[src/hdl/ddsc_pkg.sv]
// Purpose: Shared constants for the dual DAC serial control block
// Assumes: Frame of 8 header bits then 24 data bits, MSB first
// Notes: Command, address and readback pointer encodings live here
package ddsc_pkg;
  localparam int CODE_W = 18;
  localparam int SPAN_W = 4;
  localparam int FRAME_BITS = 32;
  localparam int HDR_BITS = 8;
  localparam int DATA_BITS = 24;
  localparam logic [5:0] BIT_CNT_HDR = 6'h08;
  localparam logic [5:0] BIT_CNT_FULL = 6'h20;
  // Span sits in low nibble of second data byte
  localparam int SPAN_LSB = 8;
  localparam int CODE_LSB = 6;

  localparam logic [3:0] CMD_WR_SPAN = 4'h2;
  localparam logic [3:0] CMD_WR_CODE = 4'h3;
  localparam logic [3:0] CMD_UPD_N = 4'h4;
  localparam logic [3:0] CMD_UPD_ALL = 4'h5;
  localparam logic [3:0] CMD_WS_UPD_N = 4'h6;
  localparam logic [3:0] CMD_WC_UPD_N = 4'h7;
  localparam logic [3:0] CMD_WS_UPD_ALL = 4'h8;
  localparam logic [3:0] CMD_WC_UPD_ALL = 4'h9;
  localparam logic [3:0] CMD_RD_PSPAN = 4'ha;
  localparam logic [3:0] CMD_RD_PCODE = 4'hb;
  localparam logic [3:0] CMD_RD_ASPAN = 4'hc;
  localparam logic [3:0] CMD_RD_ACODE = 4'hd;
  localparam logic [3:0] CMD_NOP = 4'hf;

  localparam logic [2:0] ADDR_CH_A = 3'h0;
  localparam logic [2:0] ADDR_CH_B = 3'h1;
  localparam logic [2:0] ADDR_ALL = 3'h7;

  // Readback pointer selects register kind plus channel
  localparam logic [1:0] PTR_PSPAN = 2'h0;
  localparam logic [1:0] PTR_PCODE = 2'h1;
  localparam logic [1:0] PTR_ASPAN = 2'h2;
  localparam logic [1:0] PTR_ACODE = 2'h3;
endpackage

[src/hdl/ddsc_core.sv]
// Purpose: Serial command port and double-buffered registers of a dual DAC
// Assumes: clk_i much faster than the serial clock; all pins synchronised
// Notes: Serial clock edges found by sampling; readback pin is three-state
// What this block does
// RULE1 - Sample data on rising serial clock while selected
// RULE2 - Frame: command, address, then 24 data bits
// RULE3 - Code writes: 18 bits first, 6 ignored
// RULE4 - Span in low nibble of second byte
// RULE5 - Writes change only pending registers
// RULE6 - Update copies pending code and span together
// RULE7 - Manual span mode takes span from pins
// RULE8 - Readback pin low until data field
// RULE9 - Readback pin released while deselected
// RULE10 - Readback bits launched on falling clock edges
// RULE11 - Readback layout: code first, span second byte
// RULE12 - Read commands answer in same frame
// RULE13 - Other commands return previous pointer's register
// RULE14 - Each command sets next readback pointer
// RULE15 - Write and update command decode
// RULE16 - Read command decode
// RULE17 - Clear or power-up points at channel A span
// RULE18 - Address decode; both-channels reads channel A
// RULE19 - Span codes decoded ignoring top bit
// RULE20 - Load-all pin updates when deselected only
// RULE21 - Active span readback reports span in force
// RULE22 - Power-up clears every code and span register to zero
// RULE23 - Clear pin zeroes active registers only
// RULE24 - Clear during a frame aborts it
// RULE25 - Reset flag low until valid update
// RULE26 - Bits shifted most significant first
// RULE27 - Execute on select rising after 32 bits
// RULE28 - Reserved codes change nothing
`timescale 1ns/1ps
module ddsc_core
  import ddsc_pkg::*;
#(
  parameter int CODE_WIDTH = ddsc_pkg::CODE_W
) (
  // Clock and reset
  input wire logic clk_i,
  input wire logic rst_i,
  // Serial port pins
  input wire logic select_and_load_n_i,
  input wire logic serial_clk_i,
  input wire logic serial_data_in_i,
  output logic readback_out_o,
  output logic readback_out_oe_o,
  // Control pins
  input wire logic async_load_all_n_i,
  input wire logic async_clear_n_i,
  input wire logic manual_span_i,
  input wire logic span_bit0_i,
  input wire logic span_bit1_i,
  input wire logic span_bit2_i,
  // Status and DAC values
  output logic reset_flag_n_o,
  output logic [ddsc_pkg::CODE_W-1:0] active_code_a_o,
  output logic [ddsc_pkg::CODE_W-1:0] active_code_b_o,
  output logic [ddsc_pkg::SPAN_W-1:0] active_span_a_o,
  output logic [ddsc_pkg::SPAN_W-1:0] active_span_b_o,
  output logic [2:0] span_range_a_o,
  output logic [2:0] span_range_b_o
);
  import ddsc_pkg::*;

  initial begin
    if (CODE_WIDTH != CODE_W) $error("CODE_WIDTH must match the frame layout");
  end

  typedef struct packed {
    logic [1:0] sck_d;
    logic sel_d;
    logic async_load_all_n_d;
    logic [5:0] bit_cnt;
    logic [FRAME_BITS-1:0] shreg;
    logic [DATA_BITS-1:0] rb_sh;
    logic rb_drive;
    logic [1:0] ptr_kind;
    logic ptr_ch;
    logic aborted;
    logic [1:0][CODE_W-1:0] pcode;
    logic [1:0][SPAN_W-1:0] pspan;
    logic [1:0][CODE_W-1:0] acode;
    logic [1:0][SPAN_W-1:0] aspan;
    logic reset_flag_n_n;
    logic rb_out;
  } ddsc_state_t;

  ddsc_state_t st_reg;
  ddsc_state_t st_next;

  logic sel_n_s;
  logic sck_s;
  logic sdi_s;
  logic async_load_all_n_n_s;
  logic clr_n_s;
  logic mspan_s;
  logic [2:0] span_pins_s;

  // Reset levels match idle pins, so no false serial clock edge follows reset
  ddsc_sync2 #(
    .WIDTH(9),
    .INIT(9'h130)
  ) u_sync (
    .clk_i(clk_i),
    .rst_i(rst_i),
    .async_i({select_and_load_n_i, serial_clk_i, serial_data_in_i,
              async_load_all_n_i, async_clear_n_i, manual_span_i,
              span_bit2_i, span_bit1_i, span_bit0_i}),
    .sync_o({sel_n_s, sck_s, sdi_s, async_load_all_n_n_s, clr_n_s, mspan_s, span_pins_s})
  );

  // Span actually in force per channel
  function automatic logic [SPAN_W-1:0] span_in_force(input logic [SPAN_W-1:0] reg_span,
                                                      input logic mspan,
                                                      input logic [2:0] pins);
    span_in_force = mspan ? {1'b0, pins} : reg_span; // [RULE7] [RULE21]
  endfunction

  // Pick readback word for a kind/channel pair
  function automatic logic [DATA_BITS-1:0] rb_word(input ddsc_state_t s,
                                                   input logic [1:0] kind,
                                                   input logic ch,
                                                   input logic mspan,
                                                   input logic [2:0] pins);
    logic [DATA_BITS-1:0] w;
    w = '0;
    unique case (kind)
      PTR_PSPAN: w[SPAN_LSB +: SPAN_W] = s.pspan[ch]; // [RULE11]
      PTR_PCODE: w[CODE_LSB +: CODE_W] = s.pcode[ch]; // [RULE11]
      PTR_ASPAN: w[SPAN_LSB +: SPAN_W] = span_in_force(s.aspan[ch], mspan, pins); // [RULE21]
      PTR_ACODE: w[CODE_LSB +: CODE_W] = s.acode[ch];
    endcase
    rb_word = w;
  endfunction

  logic sck_rise;
  logic sck_fall;
  logic sel_rise;
  logic sel_fall;
  logic [3:0] cmd_f;
  logic [2:0] addr_f;
  logic [3:0] hdr_cmd;
  logic [2:0] hdr_addr;
  logic addr_ok;
  logic hdr_addr_ok;
  logic [1:0] ch_mask;
  logic rd_ch;
  logic [DATA_BITS-1:0] data_f;
  logic do_wspan;
  logic do_wcode;
  logic upd_n;
  logic upd_all;
  logic [1:0] upd_mask;
  logic cmd_ok;

  always_comb begin
    sck_rise = st_reg.sck_d[1] == 1'b0 && st_reg.sck_d[0] == 1'b1;
    sck_fall = st_reg.sck_d[1] == 1'b1 && st_reg.sck_d[0] == 1'b0;
    sel_rise = st_reg.sel_d == 1'b0 && sel_n_s == 1'b1;
    sel_fall = st_reg.sel_d == 1'b1 && sel_n_s == 1'b0;
    // Frame fields, MSB first
    cmd_f = st_reg.shreg[FRAME_BITS-1 -: 4]; // [RULE2] [RULE26]
    addr_f = st_reg.shreg[FRAME_BITS-5 -: 3]; // [RULE18]
    data_f = st_reg.shreg[DATA_BITS-1:0];
    // Header as it stands once 8 bits are in
    hdr_cmd = st_reg.shreg[HDR_BITS-1 -: 4];
    hdr_addr = st_reg.shreg[HDR_BITS-5 -: 3];
    addr_ok = addr_f == ADDR_CH_A || addr_f == ADDR_CH_B || addr_f == ADDR_ALL; // [RULE18]
    hdr_addr_ok = hdr_addr == ADDR_CH_A || hdr_addr == ADDR_CH_B || hdr_addr == ADDR_ALL;
    ch_mask = (addr_f == ADDR_ALL) ? 2'h3 : (addr_f == ADDR_CH_B) ? 2'h2 : 2'h1;
    rd_ch = hdr_addr == ADDR_CH_B; // [RULE18]
    do_wspan = 1'b0;
    do_wcode = 1'b0;
    upd_n = 1'b0;
    upd_all = 1'b0;
    cmd_ok = 1'b1;
    unique case (cmd_f) // [RULE15]
      CMD_WR_SPAN: do_wspan = 1'b1;
      CMD_WR_CODE: do_wcode = 1'b1;
      CMD_UPD_N: upd_n = 1'b1;
      CMD_UPD_ALL: upd_all = 1'b1;
      CMD_WS_UPD_N: begin
        do_wspan = 1'b1;
        upd_n = 1'b1;
      end
      CMD_WC_UPD_N: begin
        do_wcode = 1'b1;
        upd_n = 1'b1;
      end
      CMD_WS_UPD_ALL: begin
        do_wspan = 1'b1;
        upd_all = 1'b1;
      end
      CMD_WC_UPD_ALL: begin
        do_wcode = 1'b1;
        upd_all = 1'b1;
      end
      CMD_RD_PSPAN, CMD_RD_PCODE, CMD_RD_ASPAN, CMD_RD_ACODE, CMD_NOP: ;
      default: cmd_ok = 1'b0; // [RULE28]
    endcase
    upd_mask = upd_all ? 2'h3 : (upd_n ? ch_mask : 2'h0);
  end

  logic frame_done;
  assign frame_done = sel_rise && st_reg.bit_cnt == BIT_CNT_FULL && !st_reg.aborted; // [RULE27]

  always_comb begin
    st_next = st_reg;
    st_next.sck_d = {st_reg.sck_d[0], sck_s};
    st_next.sel_d = sel_n_s;
    st_next.async_load_all_n_d = async_load_all_n_n_s;

    if (sel_fall) begin
      st_next.bit_cnt = '0;
      st_next.aborted = 1'b0;
      st_next.rb_drive = 1'b0;
      st_next.rb_out = 1'b0; // [RULE8]
    end else if (!sel_n_s && !st_reg.sel_d) begin
      if (sck_rise && st_reg.bit_cnt != BIT_CNT_FULL) begin
        st_next.shreg = {st_reg.shreg[FRAME_BITS-2:0], sdi_s}; // [RULE1] [RULE26]
        st_next.bit_cnt = st_reg.bit_cnt + 6'h01;
      end
      // Falling edge after the header launches the data field
      if (sck_fall && st_reg.bit_cnt == BIT_CNT_HDR) begin // [RULE10]
        // Read codes carry the kind in their low bits with the upper one inverted
        if (hdr_addr_ok && hdr_cmd >= CMD_RD_PSPAN && hdr_cmd <= CMD_RD_ACODE) begin
          st_next.rb_sh = rb_word(st_reg, {~hdr_cmd[1], hdr_cmd[0]}, rd_ch, mspan_s,
                                  span_pins_s); // [RULE12] [RULE16]
        end else begin
          st_next.rb_sh = rb_word(st_reg, st_reg.ptr_kind, st_reg.ptr_ch, mspan_s,
                                  span_pins_s); // [RULE13]
        end
        st_next.rb_drive = 1'b1;
        st_next.rb_out = st_next.rb_sh[DATA_BITS-1];
      end else if (sck_fall && st_reg.rb_drive && st_reg.bit_cnt > BIT_CNT_HDR) begin
        st_next.rb_sh = {st_reg.rb_sh[DATA_BITS-2:0], 1'b0}; // [RULE10] [RULE26]
        st_next.rb_out = st_reg.rb_sh[DATA_BITS-2];
      end
    end

    if (frame_done && cmd_ok && addr_ok) begin
      for (int c = 0; c < 2; c++) begin
        if (ch_mask[c] && do_wcode) begin
          st_next.pcode[c] = data_f[CODE_LSB +: CODE_W]; // [RULE3] [RULE5]
        end
        if (ch_mask[c] && do_wspan) begin
          st_next.pspan[c] = data_f[SPAN_LSB +: SPAN_W]; // [RULE4] [RULE5]
        end
      end
      for (int c = 0; c < 2; c++) begin
        if (upd_mask[c]) begin
          st_next.acode[c] = st_next.pcode[c]; // [RULE6]
          if (!mspan_s) begin
            st_next.aspan[c] = st_next.pspan[c]; // [RULE6] [RULE7]
          end else begin
            st_next.aspan[c] = {1'b0, span_pins_s}; // [RULE7]
          end
        end
      end
      if (upd_n || upd_all) begin
        st_next.reset_flag_n_n = 1'b1; // [RULE25]
      end
      st_next.ptr_ch = addr_f == ADDR_CH_B; // [RULE18]
      unique case (cmd_f) // [RULE14]
        CMD_WR_SPAN: st_next.ptr_kind = PTR_PSPAN;
        CMD_WR_CODE: st_next.ptr_kind = PTR_PCODE;
        CMD_UPD_N, CMD_WS_UPD_N, CMD_WS_UPD_ALL: st_next.ptr_kind = PTR_ASPAN;
        CMD_RD_PSPAN, CMD_RD_PCODE, CMD_RD_ASPAN, CMD_RD_ACODE: begin
          st_next.ptr_kind = {~cmd_f[1], cmd_f[0]}; // [RULE16]
        end
        default: st_next.ptr_kind = PTR_ACODE;
      endcase
    end

    // Load-all pin: falling edge while deselected; locked out during a frame
    if (st_reg.async_load_all_n_d && !async_load_all_n_n_s && sel_n_s && st_reg.sel_d) begin // [RULE20]
      for (int c = 0; c < 2; c++) begin
        st_next.acode[c] = st_reg.pcode[c];
        st_next.aspan[c] = mspan_s ? {1'b0, span_pins_s} : st_reg.pspan[c]; // [RULE7]
      end
      st_next.reset_flag_n_n = 1'b1; // [RULE25]
    end

    // Clear wins over everything; pending registers kept
    if (!clr_n_s) begin
      st_next.acode = '0; // [RULE23]
      st_next.aspan = '0; // [RULE23]
      st_next.reset_flag_n_n = 1'b0; // [RULE25]
      st_next.ptr_kind = PTR_ASPAN; // [RULE17]
      st_next.ptr_ch = 1'b0; // [RULE17]
      if (!sel_n_s) begin
        st_next.aborted = 1'b1; // [RULE24]
      end
    end
  end

  // Power-up: code and span registers zero, flag asserted, pointer on channel A span
  always_ff @(posedge clk_i) begin
    if (rst_i) begin
      st_reg <= '0; // [RULE22]
      st_reg.sck_d <= 2'h0;
      st_reg.sel_d <= 1'b1;
      st_reg.async_load_all_n_d <= 1'b1;
      st_reg.ptr_kind <= PTR_ASPAN; // [RULE17]
      st_reg.reset_flag_n_n <= 1'b0; // [RULE25]
    end else begin
      st_reg <= st_next;
    end
  end

  assign readback_out_o = st_reg.rb_out;
  // Released as soon as the select line rises, seen through the synchroniser
  assign readback_out_oe_o = !sel_n_s && !st_reg.sel_d; // [RULE9]
  assign reset_flag_n_o = st_reg.reset_flag_n_n;
  assign active_code_a_o = st_reg.acode[0];
  assign active_code_b_o = st_reg.acode[1];
  assign active_span_a_o = st_reg.aspan[0];
  assign active_span_b_o = st_reg.aspan[1];
  // Range index ignores top span bit; codes above 3'h5 are reserved
  assign span_range_a_o = st_reg.aspan[0][2:0]; // [RULE19]
  assign span_range_b_o = st_reg.aspan[1][2:0]; // [RULE19]
endmodule

[src/hdl/ddsc_sync2.sv]
// Purpose: Two flip-flop synchroniser for asynchronous pins
// Assumes: Inputs arrive from outside the clk_i domain
// Notes: First stage is read by the second stage only
`timescale 1ns/1ps
module ddsc_sync2 #(
  parameter int WIDTH = 1,
  parameter logic [WIDTH-1:0] INIT = '0
) (
  // Clock and reset
  input wire logic clk_i,
  input wire logic rst_i,
  // Data
  input wire logic [WIDTH-1:0] async_i,
  output logic [WIDTH-1:0] sync_o
);
  typedef struct packed {
    logic [WIDTH-1:0] s1;
    logic [WIDTH-1:0] s2;
  } ddsc_sync_t;
  ddsc_sync_t st_reg;
  ddsc_sync_t st_next;

  initial begin
    if (WIDTH < 1) $error("WIDTH must be positive");
  end

  always_comb begin
    st_next.s1 = async_i;
    st_next.s2 = st_reg.s1;
  end

  always_ff @(posedge clk_i) begin
    if (rst_i) begin
      st_reg <= {INIT, INIT};
    end else begin
      st_reg <= st_next;
    end
  end

  assign sync_o = st_reg.s2;
endmodule

[config.mk]
export PLATFORM = sky130hd
export DESIGN_NAME = ddsc_core
export DESIGN_NICKNAME = d
export VERILOG_FILES = /design/src/hdl/ddsc_pkg.sv /design/src/hdl/ddsc_core.sv /design/src/hdl/ddsc_sync2.sv
export SDC_FILE = /design/constraint.sdc
export NUM_CORES = 1
export LEC_CHECK = 0
export BUFFER_PORTS_ARGS = -buffer_cell sky130_fd_sc_hd__buf_4
export CAP_MARGIN = 20
export CORE_MARGIN = 5
export CORE_UTILIZATION = 30
export CTS_CLUSTER_SIZE = 40
export DETAILED_ROUTE_END_ITERATION = 8
export PLACE_DENSITY = 0.52
export SYNTH_ARGS = -nofsm -noshare
export SYNTH_HDL_FRONTEND = slang
export SYNTH_SLANG_ARGS = --single-unit
[constraint.sdc]
create_clock -name clk_i -period 5.49 [get_ports clk_i]
set_input_delay 0.8235 -clock clk_i [delete_from_list [all_inputs] [get_ports clk_i]]
set_output_delay 0.8235 -clock clk_i [all_outputs]
set_load 0.05 [all_outputs]
==> results of run 1 <==
-- power by group --
part           total [uW]  internal [uW]  switching, uW
logic                59.3           17.9           41.4
clock network        1300            753            546
registers            1260           1250           6.27
total                2620           2030            593
-- kinds of logic (layout without fill, tap and decap cells) --
kind of cell,count (synthesis),in the layout,share of synthesized area
compound gates,244,244,0.185
xor+xnor,7,7,0.00703
fa+ha+maj,2,2,0.00287
buf+inv,126,115,0.0815
flops,172,172,0.395
mux,106,106,0.158
simple gates,313,313,0.171
-- per-layer routing --
metal	GRT usage	vias up	wire [um]
met5	0	-	0
met3	0.0323	50	1510
li1	-	3398	-
met1	0.221	3465	12100
met4	0.0584	0	736
met2	0.253	234	12200
-- cells in the mapped netlist, types with 6 or more instances --
cell type / number
buf_4: 51
nand2_1: 170
o32ai_1: 6
mux2i_1: 70
nand3_1: 15
buf_1: 6
o2bb2ai_1: 33
nand2b_1: 13
a21oi_1: 96
buf_2: 18
a221oi_1: 12
and3_1: 6
nor2b_1: 17
nor3_1: 9
mux2_2: 12
nor2_1: 42
o22ai_1: 6
or2_2: 8
o21ai_0: 33
dfxtp_1: 172
clkbuf_1: 41
mux4_2: 24
a211oi_1: 11
inv_1: 6
-- final cells by class --
type | instances | share of cell area
clock inverters | 13 | 0.0182
well taps | 384 | 0.0493
inverters | 6 | 0.00231
flip-flops and latches | 172 | 0.353
clock buffers | 19 | 0.0465
multi-input cells | 672 | 0.471
repair buffers | 77 | 0.0593
-- per-stage QoR --
step	util	std cells	area [um2]	power [uW]	hold WS (ns)
after global placement	0.318	1311	9110	1350	0.396
final	0.340	1343	9750	2620	0.411
after CTS	0.340	1343	9750	2650	0.416
after detailed placement	0.318	1311	9110	1350	0.399
after global routing	0.340	1343	9750	2710	0.425
after floorplan	-	970	8720	1320	0.389
-- worst max-delay path by stage --
stage / from / to / slack [ns] / cells past startpoint
2_1_floorplan: u_sync.sync_o[8] / readback_out_o / 3.23 / 6
3_3_place_gp: st_reg[151] / active_code_b_o[13] / 2.63 / 7
3_5_place_dp: st_reg[151] / active_code_b_o[8] / 2.46 / 7
4_1_cts: st_reg[151] / active_code_b_o[3] / 2.37 / 7
5_1_grt: st_reg[151] / active_code_b_o[3] / 2.07 / 7
6_report: st_reg[151] / active_code_b_o[3] / 2.38 / 7
-- worst max-delay path, stage by stage (launching register included) --
cell and delay (ns):
dfxtp_1 0.34, inv_1 0.07, ha_1 0.13, and2b_1 0.26, o2111ai_2 0.39, o21ai_2 0.61
nand3_1 0.81, o2bb2ai_1 0.39
==> impl_results.md, run 1 <==
- Status: completed
- CTS resizes: 0
- Peak VDD IR: around 0.22 mV
- CTS tree: yes
- Post-synthesis cell area: a little under 9000 um2
- Initial antenna violation count: 0
- Seq. cell area: 3440 um2
- Pre-CTS WS: 2.46 ns
- Vias/cell: approximately 5.3
- Vias in the first global route: slightly below 7k
- Setup WS post-layout: about 2.4 ns
- Multi-input logic area: approximately 4600 um2
- Rows: 62
- Post-synthesis sequential area ratio: 0.395
- Most common cell after layout, fill and taps aside: dfxtp_1
- GPL Wtd Cong: ~0.87
- Clk_lat worst skew: ~0.43 ns
- H-tree depth: 4
- HPWL after DPL: 17.3 mm
- Die area: around 33,000 um2
- Synth top area share: 0.395
- Max Root-Sink Buffers: 2
- Worst Hold Depth: 1
- Router iterations before antenna repair: 5
- Total Wirelength: approximately 27 mm
- Crit start category: flop
- Antenna Nets Post-Route: 0
- Final Max Tran Viols: 0
- Final period util: 0.567
- P&R area growth vs syn: 11.7%
- Clock Skews: around 0.013 ns
- Max Fclk: about 320 MHz
- Final setup viols: 0
- Kind of critical path: flop to flop
- Worst-Margin Slew: 1.04 ns
- # diodes: 0
- Leakage: 0.00334 uW
- Post-Syn Area per Cell: between 8 and 9 um2
- FF-to-FF path depth: 7
- Register-to-register setup slack: approximately 2.4 ns
- Routed wire per std cell: between 15 and 20 um
- WHS Endpoint: u_sync.sync_o[4]
- Max-cap violations: 0
- Clock sink count: about 170
- Hold/Removal Path Class: flop to flop
- RR Endpoint: active_code_b_o[3]
- Pwr dens: 269 nW/um2
- Critical Path Sink Type: flop
- Slew HR: 0.309
- Core area: 28,700 um2
- Largest net degree at the start of global routing: 93
- Period minus WS final: about 3.1 ns
- Cell count after synthesis: 970
- Syn_nets: 983
- IO Port Bufs: 63
- Final nets: 959
- Setup TNS: 0 ns
- Critical path data arrival time: between 3 and 4 ns
- Ratio of cells with drive above 1 in the final layout: 0.185
- Area leader, netlist: dfxtp_1
- Setup bufs post-CTS: 0
- Initial Utilization: 0.304
- First-pass GRT wire length: around 41 mm
- Worst Hold Launch: u_sync.st_next[4]
- Iter 0 DRT Violations: ~460
- GRT overflow: 0
- Synth area leaders: dfxtp_1 (39%), mux2i_1 (8.0%), nand2_1 (7.3%), mux4_2 (6.2%), a21oi_1 (5.5%)
- Prevailing post-synth register cell: dfxtp_1
- CP Data Required Time: just under 6 ns
- Die height: roughly 180 um
- IO Count: 64
- Worst-path clk slew: roughly 0.07 ns
- RSZ-0062 raised after global routing: false
- Max reg flops: between 70 and 80
- Number of synthesized flops with an enable pin: 0
- Hold Fails Final Rpt: 0
- Asr flop ratio synth: 0
- Most frequent cells in the layout: dfxtp_1 (171), nand2_1 (170), a21oi_1 (95)
- DR vias: just over 7k
- CTS root buf: clkbuf_16
- Seq cells post-synth: between 150 and 200
- Die width: 181 um
- Synth unique cells: 69
- Crit path max fanout: 16
- DRC errors left: 0
- CTS buffer count: 17
- GRT Total Usage: 0.161
- # fillers: a little over 3k
- Reg-to-Reg Start: st_reg[151]
- Syn. warnings: 0
- Post-CTS Hold Buffers: 0
(Power assumes the default switching activity.)
==> run 2: changes to the inputs <==
Clock period 5.49 ns to 3.2 ns, I/O delays scaled along.
==> run 2 against run 1 <==
  * Flip-flop and latch count stayed put
  * Critical path depth grew 1
  * Worst setup slack worse by 1.8 ns
  * Combinational power is 82% higher
  * Clock skew decreased by 0.00093 ns
  * Routed wire length grew 2.1%
  * Design area rose by 0.49%
  * Core utilization grew 0.17 points
  * First-iteration DRC count is 28% higher
  * Count of clock-buffer cells in the layout is 3 higher
  * Critical path type unchanged
  * Largest power group is now sequential cells
==> impl_results.md, run 2 (synthesis results as in run 1) <==
- Most common cell after layout, fill and taps aside: dfxtp_1
- Post-CTS Hold Buffers: 0
- Max Fclk: about 380 MHz
- Kind of critical path: flop to flop
- HPWL after DPL: around 18 mm
- Slew HR: 0.394
- Comb power frac: 0.025
- Placed Cells: approximately 1.3k
- Routed wire per std cell: 20.0 um
- Crit path max fanout: 17
- Initial Utilization: 0.304
- Setup bufs post-CTS: 0
- Worst-path clk slew: approximately 0.070 ns
- Die area: around 33,000 um2
- FF-to-FF path depth: 8
- Worst-Margin Slew: between 0.9 and 1 ns
- Hold Fails Final Rpt: 0
- Sequential share of power: 0.506
- Most frequent cells in the layout: dfxtp_1 (171), nand2_1 (170), a21oi_1 (95)
- Vias/cell: 5.33
- Die height: around 180 um
- Final nets: just under 1k
- Clock share of power: 0.469
- P_sw: between 900 and 1000 uW
- Crit start category: flop
- Peak VDD IR: between 0.2 and 0.3 mV
- CTS buffer count: 17
- RSZ-0062 raised after global routing: false
- CTS resizes: 0
- WHS Endpoint: u_sync.st_next[5]
- Router iterations before antenna repair: 5
- Pre-CTS WS: between 0.6 and 0.7 ns
- Post-route cell area: 9790 um2
- Critical path data arrival time: ~3.0 ns
- Ratio of cells with drive above 1 in the final layout: 0.193
- Setup WS post-layout: about 0.57 ns
- Clk_lat worst skew: about 0.43 ns
- Status: completed
- Die width: 181 um
- Rows: 62
- Fin cells: between 1k and 1.5k
- Setup TNS: 0 ns
- Worst Hold Depth: 2
- Max-cap violations: 0
- Final setup viols: 0
- Clock Skews: 0.0124 ns
- Iter 0 DRT Violations: around 590
- DR vias: roughly 7.2k
- Hold/Removal Path Class: input pin to flop
- Max reg flops: 76
- CTS tree: yes
- Antenna Nets Post-Route: 0
- Placed Area: approximately 9200 um2
- Leakage: about 0.0034 uW
- Register-to-register setup slack: 0.57 ns
- Period minus WS final: 2.63 ns
- Total Wirelength: approximately 27 mm
- Reg-to-Reg Start: st_reg[151]
- First-pass GRT wire length: approximately 42 mm
- GPL Wtd Cong: 0.827
- Core area: about 29,000 um2
- DRC errors left: 0
- Pint: approximately 3300 uW
- Max Root-Sink Buffers: 2
- P&R area growth vs syn: 12.2%
- GRT Total Usage: 0.164
- # diodes: 0
- RR Endpoint: active_code_a_o[13]
- Switching Fraction: 0.224
- Critical Path Sink Type: flop
- GRT overflow: 0
- Vias in the first global route: roughly 7k
- Clock sink count: approximately 170
- H-tree depth: 4
- IO Port Bufs: 63
- Pwr dens: 436 nW/um2
- Largest net degree at the start of global routing: 93
- IO Count: 64
- Final Max Tran Viols: 0
- Worst Hold Launch: async_load_all_n_i
- Initial antenna violation count: 0
- CTS root buf: clkbuf_16
- Final period util: 0.822
- CP Data Required Time: about 3.6 ns
-- run 2: worst max-delay path by stage --
stage	from	endpoint	slack, ns	cells after the start
after floorplan	u_sync.sync_o[8]	readback_out_o	0.94	6
after global placement	st_reg[151]	active_code_a_o[10]	0.70	8
after detailed placement	st_reg[151]	active_code_a_o[8]	0.62	8
after CTS	st_reg[151]	active_code_a_o[8]	0.60	8
after global routing	st_reg[151]	active_code_a_o[5]	0.42	8
final	st_reg[151]	active_code_a_o[13]	0.57	8
-- run 2: power by group through the flow --
stage / combinational (uW) / clock, uW / sequential, uW
floorplan: 64.8 / 0 / 2210
global placement: 108 / 0 / 2210
detailed placement: 109 / 0 / 2210
CTS: 109 / 2040 / 2160
global route: 116 / 2140 / 2160
finish: 108 / 2000 / 2160
-- run 2: per-layer routing --
metal | vias to the layer above | global-route usage | part of all wire
li1 | 3424 | - | -
met1 | 3580 | 0.229 | 0.48
met2 | 190 | 0.264 | 0.46
met3 | 30 | 0.0285 | 0.038
met4 | 0 | 0.0423 | 0.016
met5 | - | 0 | 0
-- run 2: layout make-up --
class,instances,area (um2)
Timing Repair Buffer,91,696
Sequential cell,172,3440
Inverter,6,22.5
Clock buffer,22,474
Fill cell,2988,18900
Multi-Input combinational cell,672,4590
Clock inverter,9,86.3
Tap cell,384,480
-- run 2: through the flow --
stage / hold slack (ns) / util / power [uW]
floorplan: 0.389 / - / 2270
global placement: 0.393 / 0.322 / 2320
detailed placement: 0.396 / 0.322 / 2320
CTS: 0.215 / 0.341 / 4310
global route: 0.215 / 0.341 / 4420
finish: 0.231 / 0.341 / 4270
-- run 2: critical path: stages, from the launching register on --
cell       delay (ns)
dfxtp_1          0.34
inv_1            0.07
ha_1             0.14
and2b_1          0.27
o2111ai_2        0.32
buf_4            0.27
o21ai_2          0.31
nand3_2          0.52
o2bb2ai_1        0.31
